File: config.mk
export PLATFORM = sky130hd
export DESIGN_NAME = gate_drive_protection_control
export DESIGN_NICKNAME = d
export VERILOG_FILES = /design/src/design/gate_drive_pkg.sv /design/src/design/gate_drive_protection_control.sv
export SDC_FILE = /design/constraint.sdc
export NUM_CORES = 1
export LEC_CHECK = 0
export ABC_AREA = 0
export BUFFER_PORTS_ARGS = -buffer_cell sky130_fd_sc_hd__buf_2
export CAP_MARGIN = 20
export CORE_ASPECT_RATIO = 1.1
export CORE_MARGIN = 4
export CORE_UTILIZATION = 40
export DETAILED_ROUTE_END_ITERATION = 7
export GPL_ROUTABILITY_DRIVEN = 1
export GPL_TIMING_DRIVEN = 0
export MAX_ROUTING_LAYER = met4
export PLACE_DENSITY = 0.56
export SYNTH_ARGS = -nofsm -noshare
export SYNTH_HDL_FRONTEND = slang
export SYNTH_SLANG_ARGS = --single-unit
File: constraint.sdc
create_clock -name clk_i -period 4.27 [get_ports clk_i]
set_input_delay 0 -clock clk_i [delete_from_list [all_inputs] [get_ports clk_i]]
set_output_delay 0 -clock clk_i [all_outputs]
set_load 0.01 [all_outputs]
File: src/design/gate_drive_pkg.sv
// constants, register map and enumerations for the gate drive protection block
// How it works
// - saturation_sense, overcurrent or short fault starts two-step or soft shutdown per config
// - two-step holds gate at plateau level for plateau duration, then off
// - plateau level and plateau duration are software registers
// - after plateau, discharge with soft current if enabled, else normal sink
// - soft shutdown uses programmed sink level, selectable per fault class
// - clamp sense at threshold during turn-off switches sink to soft current
// - clamp behaviour holds for a fixed hold time before normal sink
// - clamp event sets status bit and, unmasked, pulls fault output low
// - gate sense versus source output mismatch sets status and forces safe state
// - monitor ignores mismatches in programmable blanking after each output edge
// - in two-step shutdown blanking starts only after plateau expiry
// - monitor may be muted during shutdowns, or disabled entirely
// - threshold measure closes switch, charges, waits, samples adc, stores result
// - both pwm inputs pass a programmable deglitch filter
// - without override or a high safe level, output high only with positive high and dead time after negative low
// - both pwm inputs high flags shoot-through, status, fault, forced state
// - zero dead time and negative held low makes output follow positive
// - override enable forces output to override state input level
// - isolated-side override selection uses analog inputs five and six
// - miller clamp engages when source output falls below selected threshold
// - config selects internal clamp switch or external clamp transistor drive
// - faults recorded in readable status register, may assert fault output
package gate_drive_pkg;
   localparam int CLK_MHZ = 125;
   localparam int CLAMP_HOLD_NS = 2000; // fixed clamp hold time
   localparam int CLAMP_HOLD_CYC = (CLAMP_HOLD_NS * CLK_MHZ + 999) / 1000;
   localparam int THR_DELAY_NS = 4000; // threshold sample delay
   localparam int THR_DELAY_CYC = (THR_DELAY_NS * CLK_MHZ + 999) / 1000;
   // register byte addresses
   localparam logic [7:0] ADDR_CTRL   = 8'h00;
   localparam logic [7:0] ADDR_TIME0  = 8'h04;
   localparam logic [7:0] ADDR_TIME1  = 8'h08;
   localparam logic [7:0] ADDR_LEVEL  = 8'h0C;
   localparam logic [7:0] ADDR_MASK   = 8'h10;
   localparam logic [7:0] ADDR_STATUS = 8'h14;
   localparam logic [7:0] ADDR_ADC    = 8'h18;
   // control bit positions
   localparam int C_TWO_STEP = 0;
   localparam int C_STO_OC   = 1;
   localparam int C_STO_DS   = 2;
   localparam int C_STO_CUR  = 3;
   localparam int C_MON_MUTE = 4;
   localparam int C_MON_OFF  = 5;
   localparam int C_THR_EN   = 6;
   localparam int C_ISO_OVR  = 7;
   localparam int C_EXT_CLMP = 8;
   localparam int C_SAFE_LVL = 9;
   // status and mask bit positions
   localparam int S_SATURATION_SENSE = 0;
   localparam int S_OCSC  = 1;
   localparam int S_CLAMP = 2;
   localparam int S_GMON  = 3;
   localparam int S_SHOOT = 4;
   localparam int S_THR   = 5;
   localparam int NSTAT   = 6;
   // reset values
   localparam logic [31:0] CTRL_RST  = 32'h0000_0000;
   localparam logic [31:0] TIME0_RST = 32'h0010_0004;
   localparam logic [31:0] TIME1_RST = 32'h0008_0008;
   localparam logic [31:0] LEVEL_RST = 32'h0000_0484;
   localparam logic [NSTAT-1:0] MASK_RST = 6'h00;
   // sink drive strength codes
   typedef enum logic [1:0] {
      SINK_OFF    = 2'b00,
      SINK_NORMAL = 2'b01,
      SINK_SOFT   = 2'b10,
      SINK_PLAT   = 2'b11
   } sink_mode_e;
   typedef enum logic [1:0] {
      SD_IDLE  = 2'b00,
      SD_PLAT  = 2'b01,
      SD_DISCH = 2'b10
   } shut_state_e;
   typedef enum logic [1:0] {
      TM_IDLE   = 2'b00,
      TM_CHARGE = 2'b01,
      TM_DONE   = 2'b10
   } thr_state_e;
endpackage

File: src/design/gate_drive_protection_control.sv
// gate driver output control with fault shutdown and protections
//
// The register offsets and the APB slave port were chosen for this implementation.
`timescale 1ns/100ps
`default_nettype none
module gate_drive_protection_control
   import gate_drive_pkg::*;
#(
   parameter int CNT_W = 16
) (
   input  wire logic        clk_i,
   input  wire logic        nrst_i,
   input  wire logic        ce_i,
   // apb slave
   input  wire logic        psel_i,
   input  wire logic        penable_i,
   input  wire logic        pwrite_i,
   input  wire logic [7:0]  paddr_i,
   input  wire logic [31:0] pwdata_i,
   output logic [31:0]      prdata_o,
   output logic             pready_o,
   output logic             pslverr_o,
   // pins from outside the clock domain
   input  wire logic        pwm_pos_i,
   input  wire logic        pwm_neg_i,
   input  wire logic        override_enable_i,
   input  wire logic        override_state_input_i,
   input  wire logic        analog_input_five_i,
   input  wire logic        analog_input_six_i,
   input  wire logic        saturation_sense_fault_i,
   input  wire logic        overcurrent_shortcircuit_protect_i,
   input  wire logic        clamp_sense_input_i,
   input  wire logic        gate_sense_i,
   input  wire logic        miller_below_i,
   input  wire logic        adc_ready_i,
   input  wire logic [9:0]  adc_data_i,
   // outputs
   output logic             gate_source_output_o,
   output logic [1:0]       gate_sink_output_o,
   output logic [7:0]       sink_level_o,
   output logic [7:0]       plateau_level_o,
   output logic [1:0]       miller_engage_threshold_o,
   output logic             miller_int_o,
   output logic             miller_ext_o,
   output logic             thr_switch_o,
   output logic             thr_charge_o,
   output logic             adc_start_o,
   output logic             fault_output_n_o
);
   localparam int NSYNC = 22;
   logic [31:0] ctrl_reg, time0_reg, time1_reg, level_reg;
   logic [NSTAT-1:0] mask_reg, status_reg, status_next;
   logic [9:0]  adc_reg;
   logic [NSYNC-1:0] s1_reg, s2_reg, pin;
   logic        pos_dg_reg, neg_dg_reg;
   logic [CNT_W-1:0] pos_cnt_reg, neg_cnt_reg, dead_cnt_reg;
   logic [CNT_W-1:0] plat_cnt_reg, blank_cnt_reg, hold_cnt_reg;
   logic [CNT_W-1:0] thr_cnt_reg;
   shut_state_e sd_reg;
   thr_state_e  tm_reg;
   logic        soft_sel_reg, latched_reg, clamp_act_reg, adc_prev_reg;
   logic        gate_cmd, prev_src_reg, wr, rd;
   logic        ovr_en, ovr_st, fault_ev, shoot, gmon_ev, clamp_ev;

   // two-flop synchronisers for every pin input, adc word and ready too
   assign pin = {adc_data_i, adc_ready_i, pwm_pos_i, pwm_neg_i,
                 override_enable_i, override_state_input_i, analog_input_five_i,
                 analog_input_six_i, saturation_sense_fault_i,
                 overcurrent_shortcircuit_protect_i, clamp_sense_input_i,
                 gate_sense_i, miller_below_i};
   always_ff @(posedge clk_i) begin
      if (!nrst_i) begin
         s1_reg <= '0;
         s2_reg <= '0;
         adc_prev_reg <= 1'b0;
      end else if (ce_i) begin
         s1_reg <= pin;
         s2_reg <= s1_reg;
         adc_prev_reg <= s2_reg[11]; // edge finder for adc ready
      end
   end
   wire p_pos = s2_reg[10];
   wire p_neg = s2_reg[9];
   wire p_saturation_sense = s2_reg[4];
   wire p_ocsc = s2_reg[3];
   wire p_clamp = s2_reg[2];
   wire p_gate = s2_reg[1];
   wire p_mill = s2_reg[0];
   wire [9:0] p_adc_data = s2_reg[21:12]; // held while ready stands

   // configuration fields
   wire [CNT_W-1:0] deglitch_len = time0_reg[CNT_W-1:0];
   wire [CNT_W-1:0] dead_len     = time0_reg[31:16];
   wire [CNT_W-1:0] plateau_duration = time1_reg[CNT_W-1:0];
   wire [CNT_W-1:0] blank_len    = time1_reg[31:16];

   // apb strobes: zero wait state, unmapped addresses answer slverr
   assign wr = psel_i && penable_i && pwrite_i;
   assign rd = psel_i && !penable_i && !pwrite_i;
   function automatic logic mapped(input logic [7:0] a);
      mapped = (a <= ADDR_ADC) && (a[1:0] == 2'b00);
   endfunction

   // software registers
   always_ff @(posedge clk_i) begin
      if (!nrst_i) begin
         ctrl_reg  <= CTRL_RST;
         time0_reg <= TIME0_RST;
         time1_reg <= TIME1_RST;
         level_reg <= LEVEL_RST;
         mask_reg  <= MASK_RST;
      end else if (ce_i && wr) begin
         unique case (paddr_i)
            ADDR_CTRL:  ctrl_reg  <= pwdata_i;
            ADDR_TIME0: time0_reg <= pwdata_i;
            ADDR_TIME1: time1_reg <= pwdata_i;
            ADDR_LEVEL: level_reg <= pwdata_i;
            ADDR_MASK:  mask_reg  <= pwdata_i[NSTAT-1:0];
            default: ;
         endcase
      end
   end

   // read data and ready, registered; status write-one-to-clear
   always_ff @(posedge clk_i) begin
      if (!nrst_i) begin
         prdata_o  <= '0;
         pready_o  <= 1'b0;
         pslverr_o <= 1'b0;
      end else if (ce_i) begin
         pready_o  <= psel_i && !penable_i;
         pslverr_o <= psel_i && !penable_i && !mapped(paddr_i);
         if (rd) begin
            unique case (paddr_i)
               ADDR_CTRL:   prdata_o <= ctrl_reg;
               ADDR_TIME0:  prdata_o <= time0_reg;
               ADDR_TIME1:  prdata_o <= time1_reg;
               ADDR_LEVEL:  prdata_o <= level_reg;
               ADDR_MASK:   prdata_o <= {26'h0, mask_reg};
               ADDR_STATUS: prdata_o <= {26'h0, status_reg};
               ADDR_ADC:    prdata_o <= {22'h0, adc_reg};
               default:     prdata_o <= '0;
            endcase
         end
      end
   end

   // input deglitch: level must be stable for deglitch_len + 1 cycles
   always_ff @(posedge clk_i) begin
      if (!nrst_i) begin
         pos_dg_reg  <= 1'b0;
         neg_dg_reg  <= 1'b0;
         pos_cnt_reg <= '0;
         neg_cnt_reg <= '0;
      end else if (ce_i) begin
         if (p_pos == pos_dg_reg) pos_cnt_reg <= '0;
         else if (pos_cnt_reg >= deglitch_len) begin
            pos_dg_reg  <= p_pos;
            pos_cnt_reg <= '0;
         end else pos_cnt_reg <= pos_cnt_reg + 1'b1;
         if (p_neg == neg_dg_reg) neg_cnt_reg <= '0;
         else if (neg_cnt_reg >= deglitch_len) begin
            neg_dg_reg  <= p_neg;
            neg_cnt_reg <= '0;
         end else neg_cnt_reg <= neg_cnt_reg + 1'b1;
      end
   end

   // dead time counter since the negative input went low
   always_ff @(posedge clk_i) begin
      if (!nrst_i) dead_cnt_reg <= '0;
      else if (ce_i) begin
         if (neg_dg_reg) dead_cnt_reg <= '0;
         else if (dead_cnt_reg < dead_len)
            dead_cnt_reg <= dead_cnt_reg + 1'b1;
      end
   end

   // shoot-through and override selection
   assign shoot = pos_dg_reg && neg_dg_reg;
   assign ovr_en = ctrl_reg[C_ISO_OVR] ? s2_reg[6] : s2_reg[8];
   assign ovr_st = ctrl_reg[C_ISO_OVR] ? s2_reg[5] : s2_reg[7];
   assign fault_ev = p_saturation_sense || p_ocsc;

   // pwm command: zero dead time with negative low just follows positive
   always_comb begin
      gate_cmd = pos_dg_reg && !neg_dg_reg
                 && (dead_cnt_reg >= dead_len);
   end

   // shutdown sequencer: plateau then discharge, latched until faults clear and the pwm command is low
   always_ff @(posedge clk_i) begin
      if (!nrst_i) begin
         sd_reg       <= SD_IDLE;
         plat_cnt_reg <= '0;
         soft_sel_reg <= 1'b0;
      end else if (ce_i) begin
         unique case (sd_reg)
            SD_IDLE: if (fault_ev) begin
               soft_sel_reg <= (p_saturation_sense && ctrl_reg[C_STO_DS])
                            || (p_ocsc && ctrl_reg[C_STO_OC]);
               plat_cnt_reg <= '0;
               sd_reg <= ctrl_reg[C_TWO_STEP] ? SD_PLAT : SD_DISCH;
            end
            SD_PLAT: begin
               if (plat_cnt_reg + 1'b1 >= plateau_duration) begin
                  sd_reg <= SD_DISCH;
                  soft_sel_reg <= ctrl_reg[C_STO_CUR];
               end
               plat_cnt_reg <= plat_cnt_reg + 1'b1;
            end
            SD_DISCH: if (!fault_ev && !gate_cmd) sd_reg <= SD_IDLE;
            default: sd_reg <= SD_IDLE;
         endcase
      end
   end
   wire plat_exp = (sd_reg == SD_PLAT)
                   && (plat_cnt_reg + 1'b1 >= plateau_duration);

   // active clamp hold timer
   assign clamp_ev = p_clamp && !gate_source_output_o && !clamp_act_reg;
   always_ff @(posedge clk_i) begin
      if (!nrst_i) begin
         clamp_act_reg <= 1'b0;
         hold_cnt_reg  <= '0;
      end else if (ce_i) begin
         if (clamp_ev) begin
            clamp_act_reg <= 1'b1;
            hold_cnt_reg  <= '0;
         end else if (clamp_act_reg) begin
            if (hold_cnt_reg == CNT_W'(CLAMP_HOLD_CYC - 1))
               clamp_act_reg <= 1'b0;
            hold_cnt_reg <= hold_cnt_reg + 1'b1;
         end
      end
   end

   // gate monitor blanking, restarted by output edges and plateau end
   always_ff @(posedge clk_i) begin
      if (!nrst_i) begin
         blank_cnt_reg <= '0;
         prev_src_reg  <= 1'b0;
      end else if (ce_i) begin
         prev_src_reg <= gate_source_output_o;
         if (((prev_src_reg != gate_source_output_o)
              && sd_reg != SD_PLAT) || plat_exp)
            blank_cnt_reg <= blank_len;
         else if (sd_reg == SD_PLAT)
            blank_cnt_reg <= blank_len;
         else if (blank_cnt_reg != '0)
            blank_cnt_reg <= blank_cnt_reg - 1'b1;
      end
   end
   assign gmon_ev = !ctrl_reg[C_MON_OFF] && (blank_cnt_reg == '0)
                    && !(ctrl_reg[C_MON_MUTE] && sd_reg != SD_IDLE)
                    && (p_gate != prev_src_reg);

   // forced safe state latch for monitor and shoot-through faults
   always_ff @(posedge clk_i) begin
      if (!nrst_i) latched_reg <= 1'b0;
      else if (ce_i) begin
         if (gmon_ev || shoot) latched_reg <= 1'b1;
         else if (!pos_dg_reg && !neg_dg_reg) latched_reg <= 1'b0;
      end
   end

   // threshold measurement sequence
   always_ff @(posedge clk_i) begin
      if (!nrst_i) begin
         tm_reg      <= TM_IDLE;
         thr_cnt_reg <= '0;
         adc_reg     <= '0;
         adc_start_o <= 1'b0;
      end else if (ce_i) begin
         adc_start_o <= 1'b0;
         unique case (tm_reg)
            TM_IDLE: if (ctrl_reg[C_THR_EN]) begin
               tm_reg <= TM_CHARGE;
               thr_cnt_reg <= '0;
            end
            TM_CHARGE: begin
               thr_cnt_reg <= thr_cnt_reg + 1'b1;
               if (thr_cnt_reg == CNT_W'(THR_DELAY_CYC - 1)) begin
                  adc_start_o <= 1'b1;
                  tm_reg <= TM_DONE;
               end
            end
            TM_DONE: begin
               if (s2_reg[11] && !adc_prev_reg) adc_reg <= p_adc_data;
               if (!ctrl_reg[C_THR_EN]) tm_reg <= TM_IDLE;
            end
            default: tm_reg <= TM_IDLE;
         endcase
      end
   end

   // sticky status, set wins over write-one-to-clear
   always_comb begin
      status_next = status_reg;
      if (wr && paddr_i == ADDR_STATUS)
         status_next = status_reg & ~pwdata_i[NSTAT-1:0];
      status_next[S_SATURATION_SENSE] = status_next[S_SATURATION_SENSE] | p_saturation_sense;
      status_next[S_OCSC]  = status_next[S_OCSC] | p_ocsc;
      status_next[S_CLAMP] = status_next[S_CLAMP] | clamp_ev;
      status_next[S_GMON]  = status_next[S_GMON] | gmon_ev;
      status_next[S_SHOOT] = status_next[S_SHOOT] | shoot;
      status_next[S_THR]   = status_next[S_THR] | (tm_reg == TM_DONE);
   end
   always_ff @(posedge clk_i) begin
      if (!nrst_i) status_reg <= '0;
      else if (ce_i) status_reg <= status_next;
   end

   // output stage: override beats everything, then faults, then pwm
   always_ff @(posedge clk_i) begin
      if (!nrst_i) begin
         gate_source_output_o <= 1'b0;
         gate_sink_output_o   <= SINK_NORMAL;
         thr_switch_o         <= 1'b0;
         thr_charge_o         <= 1'b0;
      end else if (ce_i) begin
         thr_switch_o <= tm_reg == TM_CHARGE;
         thr_charge_o <= tm_reg == TM_CHARGE;
         if (ovr_en) begin
            gate_source_output_o <= ovr_st;
            gate_sink_output_o   <= ovr_st ? SINK_OFF : SINK_NORMAL;
         end else if (sd_reg == SD_PLAT) begin
            gate_source_output_o <= 1'b0;
            gate_sink_output_o   <= SINK_PLAT;
         end else if (sd_reg == SD_DISCH || fault_ev) begin
            gate_source_output_o <= 1'b0;
            gate_sink_output_o   <= soft_sel_reg ? SINK_SOFT
                                                 : SINK_NORMAL;
         end else if (latched_reg) begin
            gate_source_output_o <= ctrl_reg[C_SAFE_LVL];
            gate_sink_output_o   <= ctrl_reg[C_SAFE_LVL] ? SINK_OFF
                                                         : SINK_NORMAL;
         end else if (gate_cmd) begin
            gate_source_output_o <= 1'b1;
            gate_sink_output_o   <= SINK_OFF;
         end else begin
            gate_source_output_o <= 1'b0;
            gate_sink_output_o   <= clamp_act_reg ? SINK_SOFT
                                                  : SINK_NORMAL;
         end
      end
   end

   // level settings, miller clamp and fault pin
   always_ff @(posedge clk_i) begin
      if (!nrst_i) begin
         sink_level_o    <= '0;
         plateau_level_o <= '0;
         miller_engage_threshold_o <= '0;
         miller_int_o    <= 1'b0;
         miller_ext_o    <= 1'b0;
         fault_output_n_o <= 1'b1;
      end else if (ce_i) begin
         sink_level_o    <= level_reg[7:0];
         plateau_level_o <= level_reg[15:8];
         miller_engage_threshold_o <= level_reg[17:16];
         miller_int_o <= p_mill && !gate_source_output_o
                         && !ctrl_reg[C_EXT_CLMP];
         miller_ext_o <= p_mill && !gate_source_output_o
                         && ctrl_reg[C_EXT_CLMP];
         fault_output_n_o <= ~|(status_next & ~mask_reg);
      end
   end

   // checks
   AST_OVERRIDE: assert property (@(posedge clk_i) disable iff (!nrst_i)
      ce_i && ovr_en |=> gate_source_output_o == $past(ovr_st))
      else $error("override not followed");
   AST_SHOOT: assert property (@(posedge clk_i) disable iff (!nrst_i)
      ce_i && shoot |=> status_reg[S_SHOOT])
      else $error("shoot status missing");
   AST_FAULT_OFF: assert property (@(posedge clk_i) disable iff (!nrst_i)
      ce_i && fault_ev && !ovr_en |=> !gate_source_output_o)
      else $error("fault did not turn off");
   AST_PLAT: assert property (@(posedge clk_i) disable iff (!nrst_i)
      ce_i && sd_reg == SD_PLAT && !ovr_en
      |=> gate_sink_output_o == SINK_PLAT)
      else $error("plateau drive missing");
   AST_MASK: assert property (@(posedge clk_i) disable iff (!nrst_i)
      ce_i && (status_next & ~mask_reg) != '0 |=> !fault_output_n_o)
      else $error("unmasked fault not reported");
   AST_CLAMP: assert property (@(posedge clk_i) disable iff (!nrst_i)
      ce_i && clamp_ev |=> clamp_act_reg && status_reg[S_CLAMP])
      else $error("clamp not latched");
   AST_GMON: assert property (@(posedge clk_i) disable iff (!nrst_i)
      ctrl_reg[C_MON_OFF] |-> !gmon_ev)
      else $error("monitor not disabled");
   AST_DEAD: assert property (@(posedge clk_i) disable iff (!nrst_i)
      gate_cmd |-> pos_dg_reg && !neg_dg_reg)
      else $error("output high without pwm");
   COV_TWO: cover property (@(posedge clk_i)
      sd_reg == SD_PLAT ##1 sd_reg == SD_DISCH);
   COV_SHOOT: cover property (@(posedge clk_i) shoot);
   COV_THR: cover property (@(posedge clk_i) adc_start_o);
endmodule
`default_nettype wire

==> impl_metrics.json <==
{
  "status": "finished, violations left",
  "failed_checks": "design-rule violations",
  "tns_ns": 0,
  "place_area_sq_mm": 0.0191,
  "holdWs_ns": 0.0874,
  "design_area_sq_mm": 0.0213,
  "rsz0062_at_grt": "no",
  "tightest_slew_ns": 1.16,
  "die_x_um": 209,
  "syn_area_sq_mm": 0.0178,
  "numPortBuffers": 127,
  "grt_pass1_vias": 16200,
  "utilization_pct": 48.8,
  "first_iter_violations": 1688,
  "grt_max_degree": 14,
  "place_inst": 2904,
  "pre_cts_slack_ns": 0.704,
  "fin_nets": 2578,
  "drc": 3,
  "die_area_sq_mm": 0.0478,
  "worst_slack_ns": 0.602,
  "area_delta_synth_final_pct": 19.9,
  "path_buf_inv": 1,
  "drive_gt1_share_pct": 11.0,
  "die_h_um": 229,
  "core_sq_mm": 0.0436,
  "clk_pin_slew_ns": 0.06,
  "peakVddDrop_uv": 338,
  "clock_latency_ns": 0.59,
  "gr-total-overflow": 0,
  "rows": 80,
  "ys.flop_type": "dfxtp_1",
  "drv_slew": 0,
  "max_freq_ghz": 0.273,
  "pin_count": 129,
  "wl_um": 65500,
  "clock_skew_ns": 0.0236,
  "instances_no_fill": 3047,
  "synth.largest_area_cell": "dfxtp_1",
  "dr.pass1.iters": 8,
  "setup_viol": 0,
  "antenna_found_initial": 1,
  "wl_per_cell_um": 21.5,
  "critical_path.endpoint_type": "register",
  "hold_violations": 0,
  "start_kind": "register",
  "min_period_ns": 3.67,
  "relSlewSlack_pct": 22.5,
  "worstPathCellList": "ha_1 -> and3_1 -> and3_1 -> clkbuf_1 -> and2_1 -> nand3_1 -> xnor2_1 -> ha_1 -> nand4_1 -> nor3_1 -> o221ai_1 -> a21boi_0 -> mux2i_1 -> nor2_1",
  "dp_hpwl_um": 48300,
  "async_flop_share_pct": 0,
  "netlist.area_leader.share_pct": 42.5,
  "cts_buffer_depth": 3,
  "final_cell_mix": "432 x nand2_1, 377 x dfxtp_1, 273 x a21oi_1, 231 x nor2_1, 151 x buf_2",
  "nFillCells": 4351,
  "cts_made_buffers": 43,
  "gp_congestion": 0.949,
  "hold_path.class": "input port to register",
  "ant_nets": 0,
  "synth.avg_cell_area_sq_um": 8.07,
  "p_leak_nw": 8.03,
  "min_to": "pslverr_o$_SDFFE_PN0P_",
  "yosysWarnings": 0,
  "ys_types": 81,
  "clockRootBuffer": "clkbuf_16",
  "cts_sinks": 377,
  "rrSetupSlack_ns": 0.60,
  "cp_slowest_stage_delay_ns": 0.44,
  "grt_usage_pct": 27.2,
  "grt_pass1_wl_um": 98600,
  "crit_arrival_ns": 4.11,
  "min_from": "paddr_i[1]",
  "route.vias.total": 17100,
  "ff2ff_path_depth": 14,
  "ys_seq_elements": 377,
  "routed_via_density": 5.60,
  "synth_nets": 2340,
  "hold_depth": 7,
  "ys_top_cells_by_area": "dfxtp_1 42%, nand2_1 9.1%, a21oi_1 7.7%",
  "critPathSlowestCell": "dfxtp_1",
  "ys_seq_area_share_pct": 42.5,
  "cap_viol_max_count": 0,
  "initial_core_util_pct": 40.7,
  "cts_tree": "done",
  "finalCritPeriodShare_pct": 85.9,
  "critical_path_class": "register to register",
  "reg2reg_from": "plat_cnt_reg[0]$_SDFFE_PN0P_",
  "crit_family": "simple AND/OR/NAND/NOR gates",
  "final_common_cell": "nand2_1",
  "pwr_density_cell_mw_per_mm2": 415,
  "worstPathMaxFanout": 6,
  "post_cts_resized": 0,
  "crit_required_ns": 4.71,
  "r2r-end": "soft_sel_reg$_SDFFE_PN0P_",
  "htree_levels": 2,
  "syn_inst": 2200,
  "synth-edff-count": 0,
  "total_power_mw": 8.83
}
kinds of logic (layout without fill, tap and decap cells):
| family | after synthesis | after routing | synth area share (%) |
|---|---|---|---|
| AO/OA/AOI/OAI | 506 | 506 | 17.2 |
| buffers and inverters | 188 | 460 | 4.49 |
| XOR/XNOR | 54 | 54 | 2.66 |
| flip-flops | 377 | 377 | 42.5 |
| other | 0 | 1 | 0 |
| adder cells (fa/ha/maj) | 72 | 72 | 5.07 |
| multiplexers | 91 | 91 | 5.36 |
| AND/OR/NAND/NOR | 912 | 912 | 22.7 |
worst max-delay path by stage:
stage | start | cells past startpoint | endpoint
4_1_cts | plat_cnt_reg[0]$_SDFFE_PN0P_ | 15 | soft_sel_reg$_SDFFE_PN0P_
2_1_floorplan | plat_cnt_reg[0]$_SDFFE_PN0P_ | 14 | soft_sel_reg$_SDFFE_PN0P_
5_1_grt | plat_cnt_reg[0]$_SDFFE_PN0P_ | 14 | soft_sel_reg$_SDFFE_PN0P_
3_3_place_gp | plat_cnt_reg[0]$_SDFFE_PN0P_ | 14 | soft_sel_reg$_SDFFE_PN0P_
6_report | plat_cnt_reg[0]$_SDFFE_PN0P_ | 14 | soft_sel_reg$_SDFFE_PN0P_
3_5_place_dp | plat_cnt_reg[0]$_SDFFE_PN0P_ | 14 | soft_sel_reg$_SDFFE_PN0P_
cells in the mapped netlist, types with 8 or more instances:
cell type    n
nand2b_1    10
a21oi_1    273
clkbuf_1    79
xnor2_1     20
inv_1       68
o21ai_0     81
xor2_1      34
a21o_1      16
or3_1       20
and2_1      13
nand2_1    432
nor4_1      14
nor2_1     231
ha_1        72
and3_1      21
nand4_1     23
buf_2       22
nand3_1     66
a22oi_1     24
a211oi_1     8
a222oi_1    22
dfxtp_1    377
nor3_1      36
mux2i_1     85
what timing repair did:
action | in CTS | in global routing
hold buffers | 62 | 0
hold endpoints to repair | 173 | 0
setup buffers | 0 | 0
where the power goes:
group	internal (mW)	total (mW)	switching [mW]
combinational	0.442	1.14	0.694
sequential	3.60	3.69	0.0855
clock	2.43	4.01	1.58
total	6.48	8.83	2.36
cell type report:
| cell class | instances | area (sq um) | share of cell area [%] |
|---|---|---|---|
| multi-input combinational | 1635 | 9420 | 44.2 |
| sequential | 377 | 7550 | 35.4 |
| timing repair buffer | 193 | 1290 | 6.05 |
| clock buffer | 60 | 1260 | 5.92 |
| tap | 574 | 718 | 3.37 |
| buffer | 118 | 534 | 2.51 |
| clock inverter | 19 | 269 | 1.26 |
| inverter | 70 | 263 | 1.23 |
| antenna | 1 | 2.50 | 0.0117 |
worst reg2reg max path, delay by kind of cell, from the launching register on:
kind / cells / cell delay, ns
muxes: 1 / 0.23
xor gates and xnor gates: 1 / 0.17
DFF: 1 / 0.44
AOI/OAI and AO/OA: 2 / 0.62
buffers and inverters: 1 / 0.24
adders and majority gates: 2 / 0.56
and+or+nand+nor: 7 / 1.25
metal layers:
metal	GRT usage, %	routed length, um
met1	35.6	28500
met2	42.9	29900
met3	3.85	4290
met4	10.8	2750
met5	-	0
Power figures use the tool's default switching activity.
